<file path="src/lscl_pkg.sv">
// lscl_pkg: shared constants and types for the led channel shift/latch control.
// assumes one system clock domain; all pin inputs arrive asynchronously.
package lscl_pkg;
    localparam int LSCL_CHANNELS = 8;
    localparam int LSCL_SYNC_STAGES = 2;
    localparam int LSCL_FIFO_DEPTH = 16;
    localparam int LSCL_NUM_PINS = 6;
    // bit positions inside the synchronised pin vector
    localparam int LSCL_PIN_SCLK = 0;
    localparam int LSCL_PIN_SDATA = 1;
    localparam int LSCL_PIN_LOAD = 2;
    localparam int LSCL_PIN_BLANK_N = 3;
    localparam int LSCL_PIN_HOT = 4;
    localparam int LSCL_PIN_COOL = 5;
    // clock figures, kept for cycle arithmetic
    localparam int LSCL_CLK_PERIOD_PS = 25000;
    localparam int LSCL_LINK_PERIOD_PS = 200000;
    localparam int LSCL_LINK_CYCLES = LSCL_LINK_PERIOD_PS / LSCL_CLK_PERIOD_PS;
    localparam logic [LSCL_CHANNELS-1:0] LSCL_LATCH_RST = 8'h00;
    localparam logic [LSCL_CHANNELS-1:0] LSCL_SHIFT_RST = 8'h00;
    localparam logic [LSCL_NUM_PINS-1:0] LSCL_PINS_RST = 6'h08;

    // one link event: a rising serial clock edge and/or a load level change
    typedef struct packed {
        logic shift;
        logic data;
        logic load;
    } lscl_event_t;

    typedef enum logic [1:0] {
        LSCL_IDLE = 2'b01,
        LSCL_APPLY = 2'b10
    } lscl_state_t;
endpackage : lscl_pkg

</file>
<file path="src/lscl_top.sv">
// lscl_top: serial shift register, transparent output latch, blanking and
// thermal cutoff gating for eight led current sink channels.
// assumes clock_i at 40 MHz; every other input is asynchronous to it.
//
// Functional notes
// - die above upper threshold forces all eight sink outputs off.
// - outputs return only once die falls below the lower threshold.
// - thermal cutoff and recovery never touch shift register or latch.
// - pwm of 50Hz to 30kHz on active-low blanking dims all channels.
// - each channel switched on or off by its own latch bit.
// - channels conduct only while blanking is low, tracking pwm duty.
// - rising serial clock shifts data in; host sends msb first.
// - latch transparent while load high, holds on load falling edge.
// - blanking high turns outputs off; shifting and latching continue.
// - serial out shows last stage; input bit appears eight clocks later.

`timescale 1ns/1ps

// two-flop synchroniser; the first stage feeds only the second
module lscl_sync
    import lscl_pkg::*;
#(
    parameter int WIDTH = 1,
    parameter logic [WIDTH-1:0] RST_VAL = '0
) (
    input wire logic clock_i,
    input wire logic resetn_i,
    input wire logic [WIDTH-1:0] async_i,
    output logic [WIDTH-1:0] sync_o
);
    logic [WIDTH-1:0] meta_q;
    logic [WIDTH-1:0] meta_d;
    logic [WIDTH-1:0] sync_q;
    logic [WIDTH-1:0] sync_d;

    // next values of both stages
    always_comb begin
        meta_d = async_i;
        sync_d = meta_q;
    end

    always_ff @(posedge clock_i or negedge resetn_i) begin
        if (!resetn_i) begin
            meta_q <= RST_VAL;
            sync_q <= RST_VAL;
        end else begin
            meta_q <= meta_d;
            sync_q <= sync_d;
        end
    end

    assign sync_o = sync_q;
endmodule : lscl_sync

// fifo with valid/ready on both sides; in_ready_o is registered
module lscl_fifo
    import lscl_pkg::*;
#(
    parameter int WIDTH = 3,
    parameter int DEPTH = 16
) (
    input wire logic clock_i,
    input wire logic resetn_i,
    input wire logic in_valid_i,
    output logic in_ready_o,
    input wire logic [WIDTH-1:0] in_data_i,
    output logic out_valid_o,
    input wire logic out_ready_i,
    output logic [WIDTH-1:0] out_data_o
);
    localparam int PW = $clog2(DEPTH);
    localparam int CW = $clog2(DEPTH + 1);
    localparam logic [CW-1:0] FULL_CNT = CW'(DEPTH);
    localparam logic [PW-1:0] PTR_ONE = PW'(1);
    localparam logic [CW-1:0] CNT_ONE = CW'(1);

    logic [WIDTH-1:0] mem_q [DEPTH];
    logic [PW-1:0] wr_q;
    logic [PW-1:0] wr_d;
    logic [PW-1:0] rd_q;
    logic [PW-1:0] rd_d;
    logic [CW-1:0] cnt_q;
    logic [CW-1:0] cnt_d;
    logic ready_q;
    logic ready_d;
    logic push;
    logic pop;

    // pointers and count; ready drops in the same cycle the array becomes full
    always_comb begin
        push = in_valid_i && ready_q;
        pop = out_valid_o && out_ready_i;
        wr_d = push ? wr_q + PTR_ONE : wr_q;
        rd_d = pop ? rd_q + PTR_ONE : rd_q;
        cnt_d = cnt_q;
        if (push && !pop) begin
            cnt_d = cnt_q + CNT_ONE;
        end else if (pop && !push) begin
            cnt_d = cnt_q - CNT_ONE;
        end
        ready_d = (cnt_d != FULL_CNT);
    end

    always_ff @(posedge clock_i or negedge resetn_i) begin
        if (!resetn_i) begin
            wr_q <= '0;
            rd_q <= '0;
            cnt_q <= '0;
            ready_q <= 1'b1;
        end else begin
            wr_q <= wr_d;
            rd_q <= rd_d;
            cnt_q <= cnt_d;
            ready_q <= ready_d;
        end
    end

    // storage has no reset; only written entries are ever read
    always_ff @(posedge clock_i) begin
        if (push) begin
            mem_q[wr_q] <= in_data_i;
        end
    end

    assign in_ready_o = ready_q;
    assign out_valid_o = (cnt_q != '0);
    assign out_data_o = mem_q[rd_q];
endmodule : lscl_fifo

module lscl_top
    import lscl_pkg::*;
(
    input wire logic clock_i,
    input wire logic resetn_i,
    input wire logic serial_clock_i,
    input wire logic serial_data_i,
    input wire logic latch_load_i,
    input wire logic blank_n_i,
    input wire logic temp_above_upper_i,
    input wire logic temp_below_lower_i,
    output logic [LSCL_CHANNELS-1:0] led_sink_outputs_o,
    output logic serial_out_o,
    output logic event_ready_o
);
    logic [LSCL_NUM_PINS-1:0] pins_async;
    logic [LSCL_NUM_PINS-1:0] pins;
    logic sclk_prev_q;
    logic sclk_prev_d;
    logic load_prev_q;
    logic load_prev_d;
    logic sclk_rise;
    logic load_change;
    lscl_event_t ev_in;
    lscl_event_t ev_out;
    logic ev_in_valid;
    logic ev_in_ready;
    logic ev_out_valid;
    logic ev_out_ready;
    lscl_state_t state_q;
    lscl_state_t state_d;
    lscl_event_t held_q;
    lscl_event_t held_d;
    logic [LSCL_CHANNELS-1:0] shift_q;
    logic [LSCL_CHANNELS-1:0] shift_d;
    logic [LSCL_CHANNELS-1:0] latch_q;
    logic [LSCL_CHANNELS-1:0] latch_d;
    logic cut_q;
    logic cut_d;
    logic [LSCL_CHANNELS-1:0] sink_q;
    logic [LSCL_CHANNELS-1:0] sink_d;
    logic sout_q;
    logic sout_d;

    // every pin crosses two flops before any logic reads it
    assign pins_async = {temp_below_lower_i, temp_above_upper_i, blank_n_i,
                         latch_load_i, serial_data_i, serial_clock_i};

    lscl_sync #(
        .WIDTH(LSCL_NUM_PINS),
        .RST_VAL(LSCL_PINS_RST)
    ) u_sync (
        .clock_i(clock_i),
        .resetn_i(resetn_i),
        .async_i(pins_async),
        .sync_o(pins)
    );

    // edge finding on the sampled serial clock and load level
    always_comb begin
        sclk_prev_d = pins[LSCL_PIN_SCLK];
        load_prev_d = pins[LSCL_PIN_LOAD];
        sclk_rise = pins[LSCL_PIN_SCLK] && !sclk_prev_q;
        load_change = pins[LSCL_PIN_LOAD] != load_prev_q;
        ev_in.shift = sclk_rise;
        ev_in.data = pins[LSCL_PIN_SDATA];
        ev_in.load = pins[LSCL_PIN_LOAD];
        ev_in_valid = sclk_rise || load_change;
    end

    always_ff @(posedge clock_i or negedge resetn_i) begin
        if (!resetn_i) begin
            sclk_prev_q <= 1'b0;
            load_prev_q <= 1'b0;
        end else begin
            sclk_prev_q <= sclk_prev_d;
            load_prev_q <= load_prev_d;
        end
    end

    // events queue here; with link edges 4 or more cycles apart the two-cycle apply keeps it from filling
    lscl_fifo #(
        .WIDTH($bits(lscl_event_t)),
        .DEPTH(LSCL_FIFO_DEPTH)
    ) u_fifo (
        .clock_i(clock_i),
        .resetn_i(resetn_i),
        .in_valid_i(ev_in_valid),
        .in_ready_o(ev_in_ready),
        .in_data_i(ev_in),
        .out_valid_o(ev_out_valid),
        .out_ready_i(ev_out_ready),
        .out_data_o(ev_out)
    );

    // take an event in idle, apply it to shift register and latch next cycle
    always_comb begin
        state_d = state_q;
        held_d = held_q;
        shift_d = shift_q;
        latch_d = latch_q;
        ev_out_ready = (state_q == LSCL_IDLE);
        case (state_q)
            LSCL_IDLE: begin
                if (ev_out_valid) begin
                    held_d = ev_out;
                    state_d = LSCL_APPLY;
                end
            end
            LSCL_APPLY: begin
                if (held_q.shift) begin
                    shift_d = {shift_q[LSCL_CHANNELS-2:0], held_q.data};
                end
                if (held_q.load) begin
                    latch_d = shift_d;
                end
                state_d = LSCL_IDLE;
            end
            default: begin
                state_d = LSCL_IDLE;
            end
        endcase
    end

    // blanking and temperature never reach these registers
    always_ff @(posedge clock_i or negedge resetn_i) begin
        if (!resetn_i) begin
            state_q <= LSCL_IDLE;
            held_q <= '0;
            shift_q <= LSCL_SHIFT_RST;
            latch_q <= LSCL_LATCH_RST;
        end else begin
            state_q <= state_d;
            held_q <= held_d;
            shift_q <= shift_d;
            latch_q <= latch_d;
        end
    end

    // thermal hysteresis: set above upper, clear only below lower
    always_comb begin
        cut_d = cut_q;
        if (pins[LSCL_PIN_HOT]) begin
            cut_d = 1'b1;
        end else if (pins[LSCL_PIN_COOL]) begin
            cut_d = 1'b0;
        end
    end

    always_ff @(posedge clock_i or negedge resetn_i) begin
        if (!resetn_i) begin
            cut_q <= 1'b0;
        end else begin
            cut_q <= cut_d;
        end
    end

    // output gating; runs on clock_i so cutoff needs no serial clock
    always_comb begin
        sink_d = latch_q;
        if (pins[LSCL_PIN_BLANK_N] || cut_d) begin
            sink_d = LSCL_LATCH_RST;
        end
        sout_d = shift_q[LSCL_CHANNELS-1];
    end

    always_ff @(posedge clock_i or negedge resetn_i) begin
        if (!resetn_i) begin
            sink_q <= LSCL_LATCH_RST;
            sout_q <= 1'b0;
        end else begin
            sink_q <= sink_d;
            sout_q <= sout_d;
        end
    end

    assign led_sink_outputs_o = sink_q;
    assign serial_out_o = sout_q;
    assign event_ready_o = ev_in_ready; // registered inside the fifo
endmodule : lscl_top

</file>
<file path="config.mk">
export PLATFORM = sky130hd
export DESIGN_NAME = lscl_top
export DESIGN_NICKNAME = d
export VERILOG_FILES = /design/src/lscl_pkg.sv /design/src/lscl_top.sv
export SDC_FILE = /design/constraint.sdc
export NUM_CORES = 1
export LEC_CHECK = 0
export ABC_AREA = 0
export BUFFER_PORTS_ARGS = -buffer_cell sky130_fd_sc_hd__buf_2
export CORE_MARGIN = 4
export CORE_UTILIZATION = 50
export DETAILED_ROUTE_END_ITERATION = 8
export GPL_TIMING_DRIVEN = 0
export PLACE_DENSITY = 0.65
export SYNTH_ARGS = -nofsm -noshare
export SYNTH_HDL_FRONTEND = slang
export SYNTH_SLANG_ARGS = --single-unit
</file>
<file path="constraint.sdc">
create_clock -name clock_i -period 2.6 [get_ports clock_i]
set_input_delay 0.26 -clock clock_i [delete_from_list [all_inputs] [get_ports clock_i]]
set_output_delay 0.26 -clock clock_i [all_outputs]
set_load 0.01 [all_outputs]
</file>
==> impl_metrics.prom <==
# TYPE chip_impl_metric gauge
chip_impl_metric{name="final-setup-viol-count",unit=""} 0
chip_impl_info{name="cts-root-buf",value="sky130_fd_sc_hd__clkbuf_8"} 1
chip_impl_metric{name="floorplan.initialDensity",unit=""} 0.515
chip_impl_metric{name="final_instance_count_excl_fillers",unit=""} 415
chip_impl_metric{name="tightestPinTransition",unit="ps"} 720
chip_impl_metric{name="num_antenna_cells",unit=""} 0
chip_impl_metric{name="largest_fanout_on_the_critical_path",unit=""} 19
chip_impl_metric{name="r2r_slack",unit="ps"} 100
chip_impl_metric{name="clkSlewWorstSetupHoldPaths",unit="ps"} 100
chip_impl_info{name="cpMaxStageDelayCell",value="sky130_fd_sc_hd__nor3b_1"} 1
chip_impl_info{name="cts_tree",value="done"} 1
chip_impl_metric{name="p_total",unit="mW"} 4.83
chip_impl_metric{name="routed-via-count",unit=""} 2200
chip_impl_info{name="netlist_top_cells_area",value="sky130_fd_sc_hd__edfxtp_1 34%, sky130_fd_sc_hd__dfrtp_1 32%, sky130_fd_sc_hd__mux4_2 6.3%"} 1
chip_impl_info{name="worst_r2r_endpoint",value="u_fifo.mem_q[6][1]$_DFFE_PP_"} 1
chip_impl_metric{name="layout_min_cycle_time",unit="ps"} 2500
chip_impl_metric{name="async_reset_ff_frac",unit=""} 0.551
chip_impl_metric{name="area_delta_synth_final",unit="%"} 11.2
chip_impl_metric{name="netlist-cell-type-count",unit=""} 41
chip_impl_metric{name="max_slew_headroom_at_the_worst_pin",unit=""} 0.520
chip_impl_info{name="hold_path_end",value="u_sync.sync_o[4]$_DFF_PN0_"} 1
chip_impl_metric{name="fin_worst_skew",unit="ps"} 9.03
chip_impl_metric{name="floorplan.die_area",unit="mm2"} 0.0101
chip_impl_metric{name="floorplan.io_pins",unit=""} 18
chip_impl_metric{name="gpl.final_weighted_congestion",unit=""} 0.784
chip_impl_metric{name="core-area",unit="mm2"} 0.00826
chip_impl_info{name="kind_of_start_point_of_the_critical_path",value="register"} 1
chip_impl_metric{name="finalMaxSlewViolations",unit=""} 0
chip_impl_metric{name="fill_cell_instance_count_of_the_final_layout",unit=""} 640
chip_impl_info{name="worstPathCellList",value="nor2b_4 > o21a_1 > clkbuf_2 > nand2_1 > nor3b_1"} 1
chip_impl_metric{name="fp.dieW",unit="um"} 100
chip_impl_metric{name="route.final.wire_length",unit="um"} 6620
chip_impl_metric{name="grt_use_total",unit=""} 0.145
chip_impl_metric{name="route.detailed.drc",unit=""} 0
chip_impl_metric{name="grt_antenna_before_repair",unit=""} 0
chip_impl_metric{name="synthCells",unit=""} 270
chip_impl_metric{name="synth_enable_flop_cells",unit=""} 48
chip_impl_metric{name="reg2reg_depth",unit=""} 5
chip_impl_metric{name="post-route-period-util",unit=""} 0.961
chip_impl_info{name="cpLargestDelayFamily",value="simple AND/OR/NAND/NOR gates"} 1
chip_impl_metric{name="ant_nets",unit=""} 0
chip_impl_metric{name="dieHeight",unit="um"} 100
chip_impl_metric{name="grt_first_pass_wirelength",unit="um"} 11000
chip_impl_metric{name="cap_viol_max_count",unit=""} 0
chip_impl_metric{name="whs",unit="ps"} 355
chip_impl_info{name="synth_common_cells",value="55 x sky130_fd_sc_hd__dfrtp_1, 48 x sky130_fd_sc_hd__edfxtp_1, 19 x sky130_fd_sc_hd__nand2_1"} 1
chip_impl_metric{name="design.final.nets",unit=""} 320
chip_impl_metric{name="worstSkewPairLatency",unit="ps"} 360
chip_impl_metric{name="rows",unit=""} 33
chip_impl_metric{name="vias_per_cell",unit=""} 5.30
chip_impl_metric{name="vias_in_the_first_global_route",unit=""} 2230
chip_impl_metric{name="ys.warnings.count",unit=""} 0
chip_impl_metric{name="timing.critical_path.buf_inv",unit=""} 1
chip_impl_metric{name="drt_first_iter_violations",unit=""} 104
chip_impl_metric{name="crit_path_max_incr_delay",unit="ps"} 490
chip_impl_info{name="synth_most_common_cell",value="sky130_fd_sc_hd__dfrtp_1"} 1
chip_impl_metric{name="fraction_of_layout_cells_with_a_size_suffix_above_1",unit=""} 0.216
chip_impl_metric{name="total_leakage_power",unit="nW"} 1.89
chip_impl_metric{name="max-clock-path-buffers",unit=""} 2
chip_impl_metric{name="power_per_cell_area",unit="mW/mm2"} 1020
chip_impl_metric{name="critPathRequiredTime",unit="ps"} 2610
chip_impl_metric{name="critical_path_arrival",unit="ps"} 2510
chip_impl_metric{name="synth_area",unit="mm2"} 0.00426
chip_impl_metric{name="postSynthAreaPerCell",unit="um2"} 15.8
chip_impl_metric{name="maxClockFrequency",unit="MHz"} 400
chip_impl_metric{name="ir_drop",unit="uV"} 524
chip_impl_info{name="min_path_type",value="register to register"} 1
chip_impl_metric{name="synth-seq-cells",unit=""} 107
chip_impl_info{name="synthFlopType",value="sky130_fd_sc_hd__dfrtp_1"} 1
chip_impl_metric{name="timing.hold.worst_path_depth",unit=""} 0
chip_impl_metric{name="post-cts-setup-buffers",unit=""} 0
chip_impl_metric{name="grt_start_max_net_pins",unit=""} 60
chip_impl_info{name="timing.hold.worst.start",value="u_sync.meta_q[4]$_DFF_PN0_"} 1
chip_impl_metric{name="avgRoutedWirePerCell",unit="um"} 16.0
chip_impl_metric{name="postSynthNetCount",unit=""} 285
chip_impl_metric{name="count_of_clock_tree_sinks",unit=""} 107
chip_impl_metric{name="place.detailed.instances",unit=""} 392
chip_impl_info{name="grt_setup_unrepaired",value="true"} 1
chip_impl_metric{name="synth_seq_area_share",unit=""} 0.687
chip_impl_metric{name="cts_inserted_buffers",unit=""} 9
chip_impl_metric{name="portBuffers",unit=""} 17
chip_impl_metric{name="post-dp-hpwl",unit="um"} 4460
chip_impl_info{name="critical_path.endpoint_type",value="register"} 1
chip_impl_info{name="run_status",value="complete, no violations"} 1
chip_impl_info{name="cell_taking_the_most_area_after_synthesis",value="sky130_fd_sc_hd__edfxtp_1"} 1
chip_impl_info{name="crit-reg2reg-launch",value="sclk_prev_q$_DFF_PN0_"} 1
chip_impl_metric{name="grt-ovfl-total",unit=""} 0
chip_impl_info{name="crit_path_class",value="register to register"} 1
chip_impl_metric{name="drt_first_pass_iters",unit=""} 4
chip_impl_metric{name="htree_levels",unit=""} 3
chip_impl_metric{name="final-hold-violation-count",unit=""} 0
chip_impl_metric{name="post-synth-top-area-fraction",unit=""} 0.339
## kinds of logic (layout without fill, tap and decap cells)
family / Yosys count / count (layout) / synth area share
fa+ha+maj: 7 / 7 / 0.0206
buf+inv: 15 / 55 / 0.0156
compound gates: 35 / 35 / 0.0550
simple gates: 66 / 66 / 0.0938
xor+xnor: 11 / 11 / 0.0226
flops: 107 / 107 / 0.687
mux: 29 / 29 / 0.106
## worst max path at each step
stage	start	endpoint	slack [ps]	cells past startpoint
final	sclk_prev_q$_DFF_PN0_	u_fifo.mem_q[6][1]$_DFFE_PP_	100	5
after global routing	sclk_prev_q$_DFF_PN0_	u_fifo.mem_q[7][2]$_DFFE_PP_	-70	5
after CTS	sclk_prev_q$_DFF_PN0_	u_fifo.mem_q[6][1]$_DFFE_PP_	80	5
after detailed placement	sclk_prev_q$_DFF_PN0_	u_fifo.mem_q[6][2]$_DFFE_PP_	-730	5
after global placement	sclk_prev_q$_DFF_PN0_	u_fifo.mem_q[7][0]$_DFFE_PP_	-610	5
after floorplan	sclk_prev_q$_DFF_PN0_	u_fifo.mem_q[6][0]$_DFFE_PP_	210	5
## sequential cells by signal, summed over array words and instances (netlist names)
register,flops
u_sync.meta_q,6
state_q,2
shift_q,8
u_fifo.cnt_q,5
u_fifo.rd_q,4
latch_q,8
sclk_prev_q,1
led_sink_outputs_o,8
u_fifo.mem_q,48
load_prev_q,1
cut_q,1
held_q,3
u_fifo.in_ready_o,1
u_fifo.wr_q,4
u_sync.sync_o,6
serial_out_o,1
## where the power goes
| part | leakage, nW | internal, mW | switching [mW] |
|---|---|---|---|
| Clock | 0.0902 | 0.380 | 0.554 |
| Combinational | 0.643 | 0.722 | 0.774 |
| Sequential | 1.16 | 2.15 | 0.250 |
## stage by stage
stage	TNS (ps)	setup WS (ps)	util	cell area, um2
floorplan	0	209	-	4260
global placement	-10260	-609	0.542	4470
detailed placement	-13310	-730	0.542	4470
CTS	0	84.2	0.572	4720
global route	-636	-71.9	0.573	4730
finish	0	101	0.573	4730
## repair_timing
item                                    CTS  global route
endpoints found under the setup margin   38            12
hold buffers                              6             1
resized for setup                         4             0
gates cloned                              0             0
endpoints found under the hold margin     6            28
## routing by layer
metal | wire length [um] | track usage | vias to the layer above | part of all wire
met3 | 230 | 0.0375 | 9 | 0.035
li1 | - | - | 1072 | -
met2 | 3310 | 0.236 | 37 | 0.50
met1 | 2970 | 0.186 | 1082 | 0.45
met5 | 0 | 0 | - | 0
met4 | 109 | 0.0560 | 0 | 0.016
## layout make-up
type | count | area, um2 | area share
plain buffers | 9 | 43.8 | 0.00925
repair buffers | 24 | 158 | 0.0333
clock inverters | 5 | 36.3 | 0.00767
flip-flops and latches | 107 | 2920 | 0.618
well taps | 105 | 131 | 0.0278
clock buffers | 11 | 141 | 0.0299
multi-input cells | 148 | 1270 | 0.269
inverters | 6 | 23.8 | 0.00502
## cells in the final DEF (no fill, tap or decap), types with 5 or more instances in the layout
cell type and count:
sky130_fd_sc_hd__dlygate4sd3_1 7, sky130_fd_sc_hd__clkbuf_8 10, sky130_fd_sc_hd__mux4_2 12, sky130_fd_sc_hd__xnor2_1 8, sky130_fd_sc_hd__a21o_1 5, sky130_fd_sc_hd__dfrtp_1 54
sky130_fd_sc_hd__buf_2 17, sky130_fd_sc_hd__o21ai_0 8, sky130_fd_sc_hd__mux2_2 8, sky130_fd_sc_hd__clkbuf_1 7, sky130_fd_sc_hd__ha_1 7, sky130_fd_sc_hd__edfxtp_1 48
sky130_fd_sc_hd__mux2i_1 9, sky130_fd_sc_hd__a22oi_1 6, sky130_fd_sc_hd__inv_1 5, sky130_fd_sc_hd__and2_1 13, sky130_fd_sc_hd__nand2_1 19
No activity file was read; power rests on OpenSTA's default activity.
